`config.mk`:
```
export PLATFORM = sky130hd
export DESIGN_NAME = low_power_real_time_counter
export DESIGN_NICKNAME = d
export VERILOG_FILES = /design/src/hdl/lp_rtc_pkg.sv /design/src/hdl/ref_clock_prescaler.sv /design/src/hdl/low_power_real_time_counter.sv
export SDC_FILE = /design/constraint.sdc
export NUM_CORES = 1
export LEC_CHECK = 0
export BUFFER_PORTS_ARGS = -buffer_cell sky130_fd_sc_hd__buf_2
export CAP_MARGIN = 40
export CORE_AREA = 2 2 121 123
export DETAILED_ROUTE_END_ITERATION = 12
export DIE_AREA = 0 0 123 125
export PLACE_DENSITY_LB_ADDON = 0.1
export REMOVE_ABC_BUFFERS = 1
export SETUP_SLACK_MARGIN = 0.05
export SLEW_MARGIN = 30
export SYNTH_ARGS = -nofsm -noshare
export SYNTH_HDL_FRONTEND = slang
export SYNTH_SLANG_ARGS = --single-unit
export TNS_END_PERCENT = 30
```
`constraint.sdc`:
```
create_clock -name pclk -period 4.01 [get_ports pclk]
set_input_delay 0.6015 -clock pclk [delete_from_list [all_inputs] [get_ports pclk]]
set_output_delay 0.6015 -clock pclk [all_outputs]
set_load 0.02 [all_outputs]
```
`src/hdl/lp_rtc_pkg.sv`:
```
// shared constants, register map and types of the low power real time counter
package lp_rtc_pkg;

   // bus and data widths
   localparam int ADDR_W  = 8;
   localparam int DATA_W  = 32;
   localparam int BYTE_W  = 8;
   localparam int CNT_W   = 16;
   localparam int LVL_W   = 2;
   localparam int IDX_W   = 4;
   localparam int IDX_LSB = 2;
   localparam int PRE_W   = 10;

   // register indices; byte address is four times the index
   localparam logic [IDX_W-1:0] IDX_CTRL     = 4'h0;
   localparam logic [IDX_W-1:0] IDX_STATUS   = 4'h1;
   localparam logic [IDX_W-1:0] IDX_IRQ_LVL  = 4'h2;
   localparam logic [IDX_W-1:0] IDX_FLAGS    = 4'h3;
   localparam logic [IDX_W-1:0] IDX_LATCH    = 4'h4;
   localparam logic [IDX_W-1:0] IDX_CNT_LO   = 4'h8;
   localparam logic [IDX_W-1:0] IDX_CNT_HI   = 4'h9;
   localparam logic [IDX_W-1:0] IDX_TOP_LO   = 4'hA;
   localparam logic [IDX_W-1:0] IDX_TOP_HI   = 4'hB;
   localparam logic [IDX_W-1:0] IDX_MATCH_LO = 4'hC;
   localparam logic [IDX_W-1:0] IDX_MATCH_HI = 4'hD;

   // field positions
   localparam int DIV_W          = 3;
   localparam int MATCH_LVL_LSB  = 2;
   localparam int WRAP_LVL_LSB   = 0;
   localparam int MATCH_FLAG_BIT = 1;
   localparam int WRAP_FLAG_BIT  = 0;
   localparam int BUSY_BIT       = 0;

   // pending write mask bits
   localparam int MASK_W     = 4;
   localparam int MASK_CTRL  = 0;
   localparam int MASK_CNT   = 1;
   localparam int MASK_TOP   = 2;
   localparam int MASK_MATCH = 3;

   // reset values
   localparam logic [CNT_W-1:0]   CNT_RST     = 16'h0000;
   localparam logic [CNT_W-1:0]   TOP_RST     = 16'hffff;
   localparam logic [CNT_W-1:0]   MATCH_RST   = 16'hffff;
   localparam logic [BYTE_W-1:0]  LATCH_RST   = 8'h00;
   localparam logic [2*LVL_W-1:0] IRQ_LVL_RST = 4'h0;

   // event thinning limits and reference-cycle latency of a synchronised write
   localparam logic [1:0] THIN_TOP0       = 2'h2;
   localparam logic [1:0] THIN_TOP1       = 2'h1;
   localparam logic [1:0] THIN_NONE       = 2'h0;
   localparam int         SYNC_REF_CYCLES = 2;
   localparam logic [1:0] SYNC_LAST       = 2'(SYNC_REF_CYCLES - 1);

   typedef enum logic [DIV_W-1:0] {
      DIV_OFF, DIV_1, DIV_2, DIV_8, DIV_16, DIV_64, DIV_256, DIV_1024
   } div_sel_t;

   typedef enum logic {SYNC_IDLE, SYNC_WAIT} sync_state_t;

   // last prescaler count before a counter tick
   function automatic logic [PRE_W-1:0] div_terminal(input div_sel_t d);
      unique case (d)
         DIV_OFF:  div_terminal = 10'h000;
         DIV_1:    div_terminal = 10'h000;
         DIV_2:    div_terminal = 10'h001;
         DIV_8:    div_terminal = 10'h007;
         DIV_16:   div_terminal = 10'h00f;
         DIV_64:   div_terminal = 10'h03f;
         DIV_256:  div_terminal = 10'h0ff;
         DIV_1024: div_terminal = 10'h3ff;
      endcase
   endfunction : div_terminal

   // occurrences skipped between two events for a given top value
   function automatic logic [1:0] thin_limit(input logic [CNT_W-1:0] top);
      if (top == CNT_RST)
         thin_limit = THIN_TOP0;
      else if (top == 16'h0001)
         thin_limit = THIN_TOP1;
      else
         thin_limit = THIN_NONE;
   endfunction : thin_limit

endpackage : lp_rtc_pkg

```
`src/hdl/ref_clock_prescaler.sv`:
```
// reference clock synchroniser, edge detector and programmable prescaler
`timescale 1ns/1ps
module ref_clock_prescaler
(
   // clock and reset
   input  wire logic                 pclk,
   input  wire logic                 presetn,
   // reference clock pin
   input  wire logic                 ref_clk_in,
   // divide selection
   input  wire lp_rtc_pkg::div_sel_t div_sel,
   // strobes
   output logic                      ref_tick,
   output logic                      count_tick
);
   import lp_rtc_pkg::*;

   logic             ref_meta_q;
   logic             ref_sync_q;
   logic             ref_prev_q;
   logic [PRE_W-1:0] pre_q;
   logic [PRE_W-1:0] pre_d;
   logic             at_terminal;

   // one-cycle strobe per rising reference edge, 32.768 kHz or 1.024 kHz
   assign ref_tick    = ref_sync_q && !ref_prev_q;
   assign at_terminal = pre_q >= div_terminal(div_sel);
   assign count_tick  = ref_tick && (div_sel != DIV_OFF) && at_terminal;

   always_comb
   begin
      pre_d = pre_q;
      // >= rather than == so a smaller divisor takes effect without a long wrap
      if (div_sel == DIV_OFF)
         pre_d = '0;
      else if (ref_tick)
         pre_d = at_terminal ? '0 : pre_q + 1'b1;
   end

   always_ff @(posedge pclk or negedge presetn)
   begin
      if (!presetn)
      begin
         ref_meta_q <= 1'b0;
         ref_sync_q <= 1'b0;
         ref_prev_q <= 1'b0;
         pre_q      <= '0;
      end
      else
      begin
         ref_meta_q <= ref_clk_in;
         ref_sync_q <= ref_meta_q;
         ref_prev_q <= ref_sync_q;
         pre_q      <= pre_d;
      end
   end

endmodule : ref_clock_prescaler

```
`src/hdl/low_power_real_time_counter.sv`:
```
// 16-bit real time counter with byte-wide APB registers, flags, interrupts and events
//
// Operation
// divide field: 000 stops, 001 undivided, then 2, 8, 16, 64, 256, 1024
// counter input is the 32.768 kHz or 1.024 kHz reference
// 16-bit count advances on each divided reference rising edge
// count equal to match value raises compare interrupt request and event
// count equal to top value raises wrap request and event, clears count
// events thinned: top zero every third, top one every second
// sync busy reads one while count, control, top or match write pending
// count write takes effect two reference cycles after the register write
// software checks sync busy clear before writing the count
// match level field bits 3:2 enables interrupt while match flag set
// wrap level field bits 1:0 enables interrupt while wrap flag set
// match flag bit 1 set next count, cleared by vector or one
// wrap flag bit 0 set next count, cleared by vector or one
// low byte write held in latch; low byte read latches high byte
// count high byte, bits 15:8, at offset 0x09
// reserved bits read zero; software writes them as zero
// count low byte, bits 7:0, at offset 0x08
// top and match writes also take effect two reference cycles later
// match value above top value never gives compare request or event
// reference-side flags and events registered before software sees them
// reset: count, levels and flags zero, divide field stopped
`timescale 1ns/1ps
module low_power_real_time_counter
(
   // apb clock and reset
   input  wire logic                             pclk,
   input  wire logic                             presetn,
   // apb slave
   input  wire logic                             psel,
   input  wire logic                             penable,
   input  wire logic                             pwrite,
   input  wire logic [lp_rtc_pkg::ADDR_W-1:0]    paddr,
   input  wire logic [lp_rtc_pkg::DATA_W-1:0]    pwdata,
   output logic      [lp_rtc_pkg::DATA_W-1:0]    prdata,
   output logic                                  pready,
   output logic                                  pslverr,
   // reference clock pin
   input  wire logic                             ref_clk_in,
   // interrupt vector acknowledges
   input  wire logic                             match_vec_ack,
   input  wire logic                             wrap_vec_ack,
   // interrupt requests
   output logic                                  match_irq,
   output logic                                  wrap_irq,
   output logic      [lp_rtc_pkg::LVL_W-1:0]     match_irq_level,
   output logic      [lp_rtc_pkg::LVL_W-1:0]     wrap_irq_level,
   // events
   output logic                                  match_event,
   output logic                                  wrap_event
);
   import lp_rtc_pkg::*;

   // strobes from the prescaler
   logic                ref_tick;
   logic                count_tick;

   // bus decode
   logic                setup;
   logic                access;
   logic                wr_ok;
   logic                rd_ok;
   logic                addr_hit;
   logic [IDX_W-1:0]    idx;
   logic [BYTE_W-1:0]   wbyte;
   logic [CNT_W-1:0]    wide_word;
   logic                sync_start;
   logic                apply;
   logic [MASK_W-1:0]   new_mask;
   logic [BYTE_W-1:0]   rd_byte;

   // bus side state
   logic [DATA_W-1:0]   prdata_q,   prdata_d;
   logic                err_q,      err_d;
   logic [BYTE_W-1:0]   latch_q,    latch_d;
   logic [2*LVL_W-1:0]  irq_lvl_q,  irq_lvl_d;
   div_sel_t            ctrl_s_q,   ctrl_s_d;
   logic [CNT_W-1:0]    cnt_s_q,    cnt_s_d;
   logic [CNT_W-1:0]    top_s_q,    top_s_d;
   logic [CNT_W-1:0]    match_s_q,  match_s_d;
   logic [MASK_W-1:0]   mask_q,     mask_d;
   sync_state_t         sync_q,     sync_d;
   logic [1:0]          sync_cnt_q, sync_cnt_d;

   // counting side state
   div_sel_t            div_q,      div_d;
   logic [CNT_W-1:0]    cnt_q,      cnt_d;
   logic [CNT_W-1:0]    top_q,      top_d;
   logic [CNT_W-1:0]    match_q,    match_d;
   logic                wrap_hit;
   logic                match_hit;

   // flags and events
   logic                match_flag_q, match_flag_d;
   logic                wrap_flag_q,  wrap_flag_d;
   logic                match_clr;
   logic                wrap_clr;
   logic [1:0]          thin_match_q, thin_match_d;
   logic [1:0]          thin_wrap_q,  thin_wrap_d;
   logic                match_evt_q,  match_evt_d;
   logic                wrap_evt_q,   wrap_evt_d;

   ref_clock_prescaler u_prescaler
   (
      .pclk       (pclk),
      .presetn    (presetn),
      .ref_clk_in (ref_clk_in),
      .div_sel    (div_q),
      .ref_tick   (ref_tick),
      .count_tick (count_tick)
   );

   // zero wait states: data and error are prepared in the setup cycle
   assign pready  = 1'b1;
   assign prdata  = prdata_q;
   assign pslverr = err_q;

   assign setup     = psel && !penable;
   assign access    = psel && penable;
   assign wr_ok     = access && pwrite && !err_q;
   assign rd_ok     = access && !pwrite && !err_q;
   assign idx       = paddr[IDX_LSB +: IDX_W];
   assign wbyte     = pwdata[BYTE_W-1:0];
   assign wide_word = {wbyte, latch_q};

   always_comb
   begin
      addr_hit = (paddr[IDX_LSB-1:0] == '0) && (paddr[ADDR_W-1:IDX_LSB+IDX_W] == '0)
                 && (idx inside {IDX_CTRL, IDX_STATUS, IDX_IRQ_LVL, IDX_FLAGS, IDX_LATCH,
                                 IDX_CNT_LO, IDX_CNT_HI, IDX_TOP_LO, IDX_TOP_HI,
                                 IDX_MATCH_LO, IDX_MATCH_HI});
      new_mask = '0;
      if (wr_ok)
      begin
         new_mask[MASK_CTRL]  = (idx == IDX_CTRL);
         new_mask[MASK_CNT]   = (idx == IDX_CNT_HI);
         new_mask[MASK_TOP]   = (idx == IDX_TOP_HI);
         new_mask[MASK_MATCH] = (idx == IDX_MATCH_HI);
      end
      sync_start = |new_mask;
      apply      = (sync_q == SYNC_WAIT) && ref_tick && (sync_cnt_q == SYNC_LAST);
   end

   // read data; reserved bits stay zero, high bytes come from the latch
   always_comb
   begin
      rd_byte = '0;
      case (idx)
         IDX_CTRL:     rd_byte = BYTE_W'(ctrl_s_q);
         IDX_STATUS:   rd_byte[BUSY_BIT] = (sync_q != SYNC_IDLE);
         IDX_IRQ_LVL:  rd_byte = BYTE_W'(irq_lvl_q);
         IDX_FLAGS:    rd_byte = BYTE_W'({match_flag_q, wrap_flag_q});
         IDX_LATCH:    rd_byte = latch_q;
         IDX_CNT_LO:   rd_byte = cnt_q[BYTE_W-1:0];
         IDX_TOP_LO:   rd_byte = top_s_q[BYTE_W-1:0];
         IDX_MATCH_LO: rd_byte = match_s_q[BYTE_W-1:0];
         IDX_CNT_HI,
         IDX_TOP_HI,
         IDX_MATCH_HI: rd_byte = latch_q;
         default:      rd_byte = '0;
      endcase
   end

   // bus side next state
   always_comb
   begin
      prdata_d   = prdata_q;
      err_d      = err_q;
      latch_d    = latch_q;
      irq_lvl_d  = irq_lvl_q;
      ctrl_s_d   = ctrl_s_q;
      cnt_s_d    = cnt_s_q;
      top_s_d    = top_s_q;
      match_s_d  = match_s_q;
      mask_d     = mask_q;
      sync_d     = sync_q;
      sync_cnt_d = sync_cnt_q;
      if (setup)
      begin
         prdata_d = DATA_W'(rd_byte);
         err_d    = !addr_hit;
      end
      if (wr_ok)
      begin
         unique case (idx)
            IDX_CTRL:     ctrl_s_d  = div_sel_t'(wbyte[DIV_W-1:0]);
            IDX_IRQ_LVL:  irq_lvl_d = wbyte[2*LVL_W-1:0];
            IDX_LATCH,
            IDX_CNT_LO,
            IDX_TOP_LO,
            IDX_MATCH_LO: latch_d   = wbyte;
            IDX_CNT_HI:   cnt_s_d   = wide_word;
            IDX_TOP_HI:   top_s_d   = wide_word;
            IDX_MATCH_HI: match_s_d = wide_word;
            default:      ;
         endcase
      end
      if (rd_ok)
      begin
         unique case (idx)
            IDX_CNT_LO:   latch_d = cnt_q[CNT_W-1:BYTE_W];
            IDX_TOP_LO:   latch_d = top_s_q[CNT_W-1:BYTE_W];
            IDX_MATCH_LO: latch_d = match_s_q[CNT_W-1:BYTE_W];
            default:      ;
         endcase
      end
      // a write during a pending sync restarts the wait and keeps older writes
      if (apply)
      begin
         sync_d = SYNC_IDLE;
         mask_d = '0;
      end
      else if ((sync_q == SYNC_WAIT) && ref_tick)
         sync_cnt_d = sync_cnt_q + 1'b1;
      if (sync_start)
      begin
         sync_d     = SYNC_WAIT;
         sync_cnt_d = '0;
         mask_d     = (apply ? '0 : mask_q) | new_mask;
      end
   end

   // counting side next state
   always_comb
   begin
      div_d     = (apply && mask_q[MASK_CTRL])  ? ctrl_s_q  : div_q;
      top_d     = (apply && mask_q[MASK_TOP])   ? top_s_q   : top_q;
      match_d   = (apply && mask_q[MASK_MATCH]) ? match_s_q : match_q;
      wrap_hit  = count_tick && (cnt_q == top_q);
      match_hit = count_tick && (cnt_q == match_q) && (match_q <= top_q);
      cnt_d     = cnt_q;
      if (apply && mask_q[MASK_CNT])
         cnt_d = cnt_s_q;
      else if (wrap_hit)
         cnt_d = CNT_RST;
      else if (count_tick)
         cnt_d = cnt_q + 1'b1;
   end

   // flags, events and requests; set wins over a clear in the same cycle
   always_comb
   begin
      match_clr    = (wr_ok && (idx == IDX_FLAGS) && wbyte[MATCH_FLAG_BIT]) || match_vec_ack;
      wrap_clr     = (wr_ok && (idx == IDX_FLAGS) && wbyte[WRAP_FLAG_BIT]) || wrap_vec_ack;
      match_flag_d = (match_flag_q && !match_clr) || match_hit;
      wrap_flag_d  = (wrap_flag_q && !wrap_clr) || wrap_hit;
      thin_match_d = thin_match_q;
      thin_wrap_d  = thin_wrap_q;
      match_evt_d  = 1'b0;
      wrap_evt_d   = 1'b0;
      if (match_hit)
      begin
         if (thin_match_q >= thin_limit(top_q))
         begin
            match_evt_d  = 1'b1;
            thin_match_d = '0;
         end
         else
            thin_match_d = thin_match_q + 1'b1;
      end
      if (wrap_hit)
      begin
         if (thin_wrap_q >= thin_limit(top_q))
         begin
            wrap_evt_d  = 1'b1;
            thin_wrap_d = '0;
         end
         else
            thin_wrap_d = thin_wrap_q + 1'b1;
      end
   end

   always_ff @(posedge pclk or negedge presetn)
   begin
      if (!presetn)
      begin
         prdata_q     <= '0;
         err_q        <= 1'b0;
         latch_q      <= LATCH_RST;
         irq_lvl_q    <= IRQ_LVL_RST;
         ctrl_s_q     <= DIV_OFF;
         cnt_s_q      <= CNT_RST;
         top_s_q      <= TOP_RST;
         match_s_q    <= MATCH_RST;
         mask_q       <= '0;
         sync_q       <= SYNC_IDLE;
         sync_cnt_q   <= '0;
         div_q        <= DIV_OFF;
         cnt_q        <= CNT_RST;
         top_q        <= TOP_RST;
         match_q      <= MATCH_RST;
         match_flag_q <= 1'b0;
         wrap_flag_q  <= 1'b0;
         thin_match_q <= '0;
         thin_wrap_q  <= '0;
         match_evt_q  <= 1'b0;
         wrap_evt_q   <= 1'b0;
      end
      else
      begin
         prdata_q     <= prdata_d;
         err_q        <= err_d;
         latch_q      <= latch_d;
         irq_lvl_q    <= irq_lvl_d;
         ctrl_s_q     <= ctrl_s_d;
         cnt_s_q      <= cnt_s_d;
         top_s_q      <= top_s_d;
         match_s_q    <= match_s_d;
         mask_q       <= mask_d;
         sync_q       <= sync_d;
         sync_cnt_q   <= sync_cnt_d;
         div_q        <= div_d;
         cnt_q        <= cnt_d;
         top_q        <= top_d;
         match_q      <= match_d;
         match_flag_q <= match_flag_d;
         wrap_flag_q  <= wrap_flag_d;
         thin_match_q <= thin_match_d;
         thin_wrap_q  <= thin_wrap_d;
         match_evt_q  <= match_evt_d;
         wrap_evt_q   <= wrap_evt_d;
      end
   end

   assign match_irq_level = irq_lvl_q[MATCH_LVL_LSB +: LVL_W];
   assign wrap_irq_level  = irq_lvl_q[WRAP_LVL_LSB +: LVL_W];
   assign match_irq       = match_flag_q && (match_irq_level != '0);
   assign wrap_irq        = wrap_flag_q && (wrap_irq_level != '0);
   assign match_event     = match_evt_q;
   assign wrap_event      = wrap_evt_q;
endmodule : low_power_real_time_counter

```
==> impl_metrics.env <==
export IMPL_intPower_mw=2.74
export IMPL_clock_path_buffers=2
export IMPL_flow_area_growth_from_synthesis_pct=10.7
export IMPL_fmax_mhz=365
export IMPL_pwr_share_seq_pct=44.6
export IMPL_synth_edf_count=0
export IMPL_fill_cells=1122
export IMPL_post_route_cells_drive_above_1_share_pct=27.6
export IMPL_detailedRoute_firstPassIterationCount=6
export IMPL_cts_buffers=17
export IMPL_skew_ns=0.00968
export IMPL_wire_length_of_the_first_global_routing_pass_um=32300
export IMPL_drt_wirelength_per_cell_um=20.0
export IMPL_cts_repair_resize_count=0
export IMPL_cts_reportedPaths_clkPinSlew_ns=0.06
export IMPL_p_total_mw=3.69
export IMPL_end_kind="register"
export IMPL_vias_per_cell=6.09
export IMPL_buffer_type_at_the_clock_tree_root="clkbuf_16"
export IMPL_setup_tns_final_ns=0
export IMPL_timing_setup_critical_path_class="register to register"
export IMPL_final_max_slew_viol_count=0
export IMPL_num_antenna_cells=0
export IMPL_most_common_layout_cells="dfrtp_1 (87), dfstp_2 (64), mux2_2 (63), nand2_1 (51), nor2_1 (44)"
export IMPL_largest_net_degree_at_the_start_of_global_routing=82
export IMPL_cp_data_arrival_time_ns=3.08
export IMPL_power_frac_clock_pct=44.7
export IMPL_crit_fanout=21
export IMPL_row_cnt=44
export IMPL_synthCells=772
export IMPL_max_slew_margin_pct=51.4
export IMPL_first_global_vias=5977
export IMPL_num_nets_final=886
export IMPL_power_switching_uw=950
export IMPL_power_static_leakage_nw=4.30
export IMPL_numPortBuffers=40
export IMPL_result_of_the_run="complete, no violations"
export IMPL_gp_congestion=0.916
export IMPL_cts_hold_buffers_added=0
export IMPL_rsz0062_at_grt="false"
export IMPL_gr_total_overflow=0
export IMPL_crit_path_end="cnt_q[14]$_DFFE_PN0P_"
export IMPL_placed_cells_incl_taps=967
export IMPL_ys_ff_latch=151
export IMPL_hold_class="primary input to asynchronous set/reset pin"
export IMPL_layoutNonFillerInstCount=1002
export IMPL_syn_mean_instance_area_sq_um=10.8
export IMPL_synthesis_area_sq_mm=0.00831
export IMPL_timing_critical_path_from_type="register"
export IMPL_detail_route_wirelength_um=20000
export IMPL_num_vias=6103
export IMPL_drc=0
export IMPL_synth_lib_cells_used_distinct=59
export IMPL_dpl_hpwl_um=13900
export IMPL_cts_max_level=4
export IMPL_tightestPinTransition_ns=0.727
export IMPL_design_die_area_sq_mm=0.0154
export IMPL_power_switching_fraction_pct=25.7
export IMPL_critPathRequiredTime_ns=4.35
export IMPL_core_area_sq_mm=0.0142
export IMPL_power_ir_vdd_worst_mv=0.423
export IMPL_cts_sinks=151
export IMPL_synthArstFlopShare_pct=100
export IMPL_first_iteration_detailed_routing_drc_count=551
export IMPL_cts_tree="done"
export IMPL_antenna_violations_before_repair=0
export IMPL_drtAntennaViolNets=0
export IMPL_worstSkewPairLatency_ns=0.43
export IMPL_hold_viol=0
export IMPL_timing_final_crit_period_ns=2.74
export IMPL_grtUsageTotal_pct=27.6
export IMPL_timing_reg2reg_setup_slack_ns=1.27
export IMPL_setup_viol=0
export IMPL_synth_seq_area_share_pct=46.4
export IMPL_initial_utilization_pct=58.5
export IMPL_r2r_cells=9
export IMPL_boundaryPins=90
export IMPL_die_width_um=123
export IMPL_power_density_mw_per_mm2=401
export IMPL_die_height_um=125
export IMPL_ys_warnings_count=0
export IMPL_final_min_period_over_clock_period_pct=68.3
export IMPL_comb_power_share_pct=10.8
export IMPL_yosys_most_used_dff="dfrtp_1"
export IMPL_crit_reg2reg_launch="div_q[2]$_DFFE_PN0P_"
export IMPL_max_cap_violations=0
export IMPL_final_common_cell="dfrtp_1"
export IMPL_regToRegEndpoint="cnt_q[14]$_DFFE_PN0P_"
export IMPL_setup_worst_path_start="div_q[2]$_DFFE_PN0P_"
export IMPL_postCtsSetupBuffers=0
-- worst min-delay path by stage --
stage                                                  end
after floorplan                       cnt_q[0]$_DFFE_PN0P_
after global placement    u_prescaler.ref_sync_q$_DFF_PN0_
after detailed placement  u_prescaler.ref_sync_q$_DFF_PN0_
after CTS                 u_prescaler.pre_q[6]$_DFFE_PN0P_
after global routing      u_prescaler.pre_q[6]$_DFFE_PN0P_
final                     u_prescaler.pre_q[6]$_DFFE_PN0P_
-- worst max-delay path: stages, from the launching register on --
cell	delay (ns)
dfrtp_1	0.46
or2_2	0.34
ha_1	0.27
nand2b_1	0.09
a211oi_1	0.11
nor3_4	0.31
o21ai_1	0.13
buf_4	0.23
or4_1	0.53
a31oi_1	0.18
-- power groups by stage --
stage / clock (mW) / sequential, mW / combinational (mW)
global placement: 0 / 1.67 / 0.363
finish: 1.65 / 1.64 / 0.397
floorplan: 0 / 1.65 / 0.225
detailed placement: 0 / 1.67 / 0.382
global route: 1.74 / 1.65 / 0.444
CTS: 1.67 / 1.64 / 0.384
-- registers in the layout, indices dropped and copies added (netlist names), 2 cells and up --
signal and cells:
cnt_s_q 16, top_q 16, thin_match_q 2, div_q 3, match_s_q 16, thin_wrap_q 2, ctrl_s_q 3, mask_q 4
match_q 16, prdata 8, top_s_q 16, latch_q 8, u_prescaler.pre_q 10, sync_cnt_q 2, cnt_q 16, irq_lvl_q 4
-- layer usage --
| layer | GRT usage (%) | part of all wire [%] |
|---|---|---|
| met4 | 8.22 | 1.5 |
| met1 | 37.2 | 44 |
| met2 | 44.6 | 48 |
| met3 | 6.20 | 5.7 |
| met5 | 0 | 0 |
-- final cells by class --
class                           instances  area (sq um)  area share, %
Clock inverter                         12           151           1.64
Multi-Input combinational cell        551          4060           44.1
Timing Repair Buffer                   55           343           3.72
Tap cell                              184           230           2.50
Sequential cell                       151          3860           41.9
Clock buffer                           20           457           4.96
Inverter                               29           109           1.18
-- Yosys cell counts (21+ instances only) --
| cell | n | area, sq um |
|---|---|---|
| a31oi_1 | 21 | 131 |
| buf_4 | 30 | 225 |
| dfrtp_1 | 87 | 2180 |
| dfstp_2 | 64 | 1680 |
| ha_1 | 33 | 413 |
| inv_1 | 29 | 109 |
| mux2_1 | 39 | 439 |
| mux2_2 | 63 | 709 |
| nand2_1 | 52 | 195 |
| nor2_1 | 44 | 165 |
| o21ai_1 | 30 | 150 |
-- stage by stage --
step / util [%] / area, sq um / setup WS [ns] / hold slack [ns]
after global placement: 60.2 / 8560 / 1.36 / 0.337
after floorplan: - / 8020 / 1.25 / 0.306
after detailed placement: 60.3 / 8570 / 1.33 / 0.336
final: 64.8 / 9210 / 1.27 / 0.163
after global routing: 64.8 / 9210 / 1.12 / 0.201
after CTS: 64.6 / 9170 / 1.27 / 0.191
-- kinds of logic (layout without fill, tap and decap cells) --
logic type               Yosys count  count (layout)  synth area share, %
other                              2              25               0.0903
buffers and inverters             93             116                 5.94
multiplexers                     107             107                 14.4
AND/OR/NAND/NOR                  210             210                 13.3
adder cells (fa/ha/maj)           33              33                 4.97
flip-flops                       151             151                 46.4
AO/OA/AOI/OAI                    141             141                 11.2
XOR/XNOR                          35              35                 3.69
(Power assumes the default switching activity.)
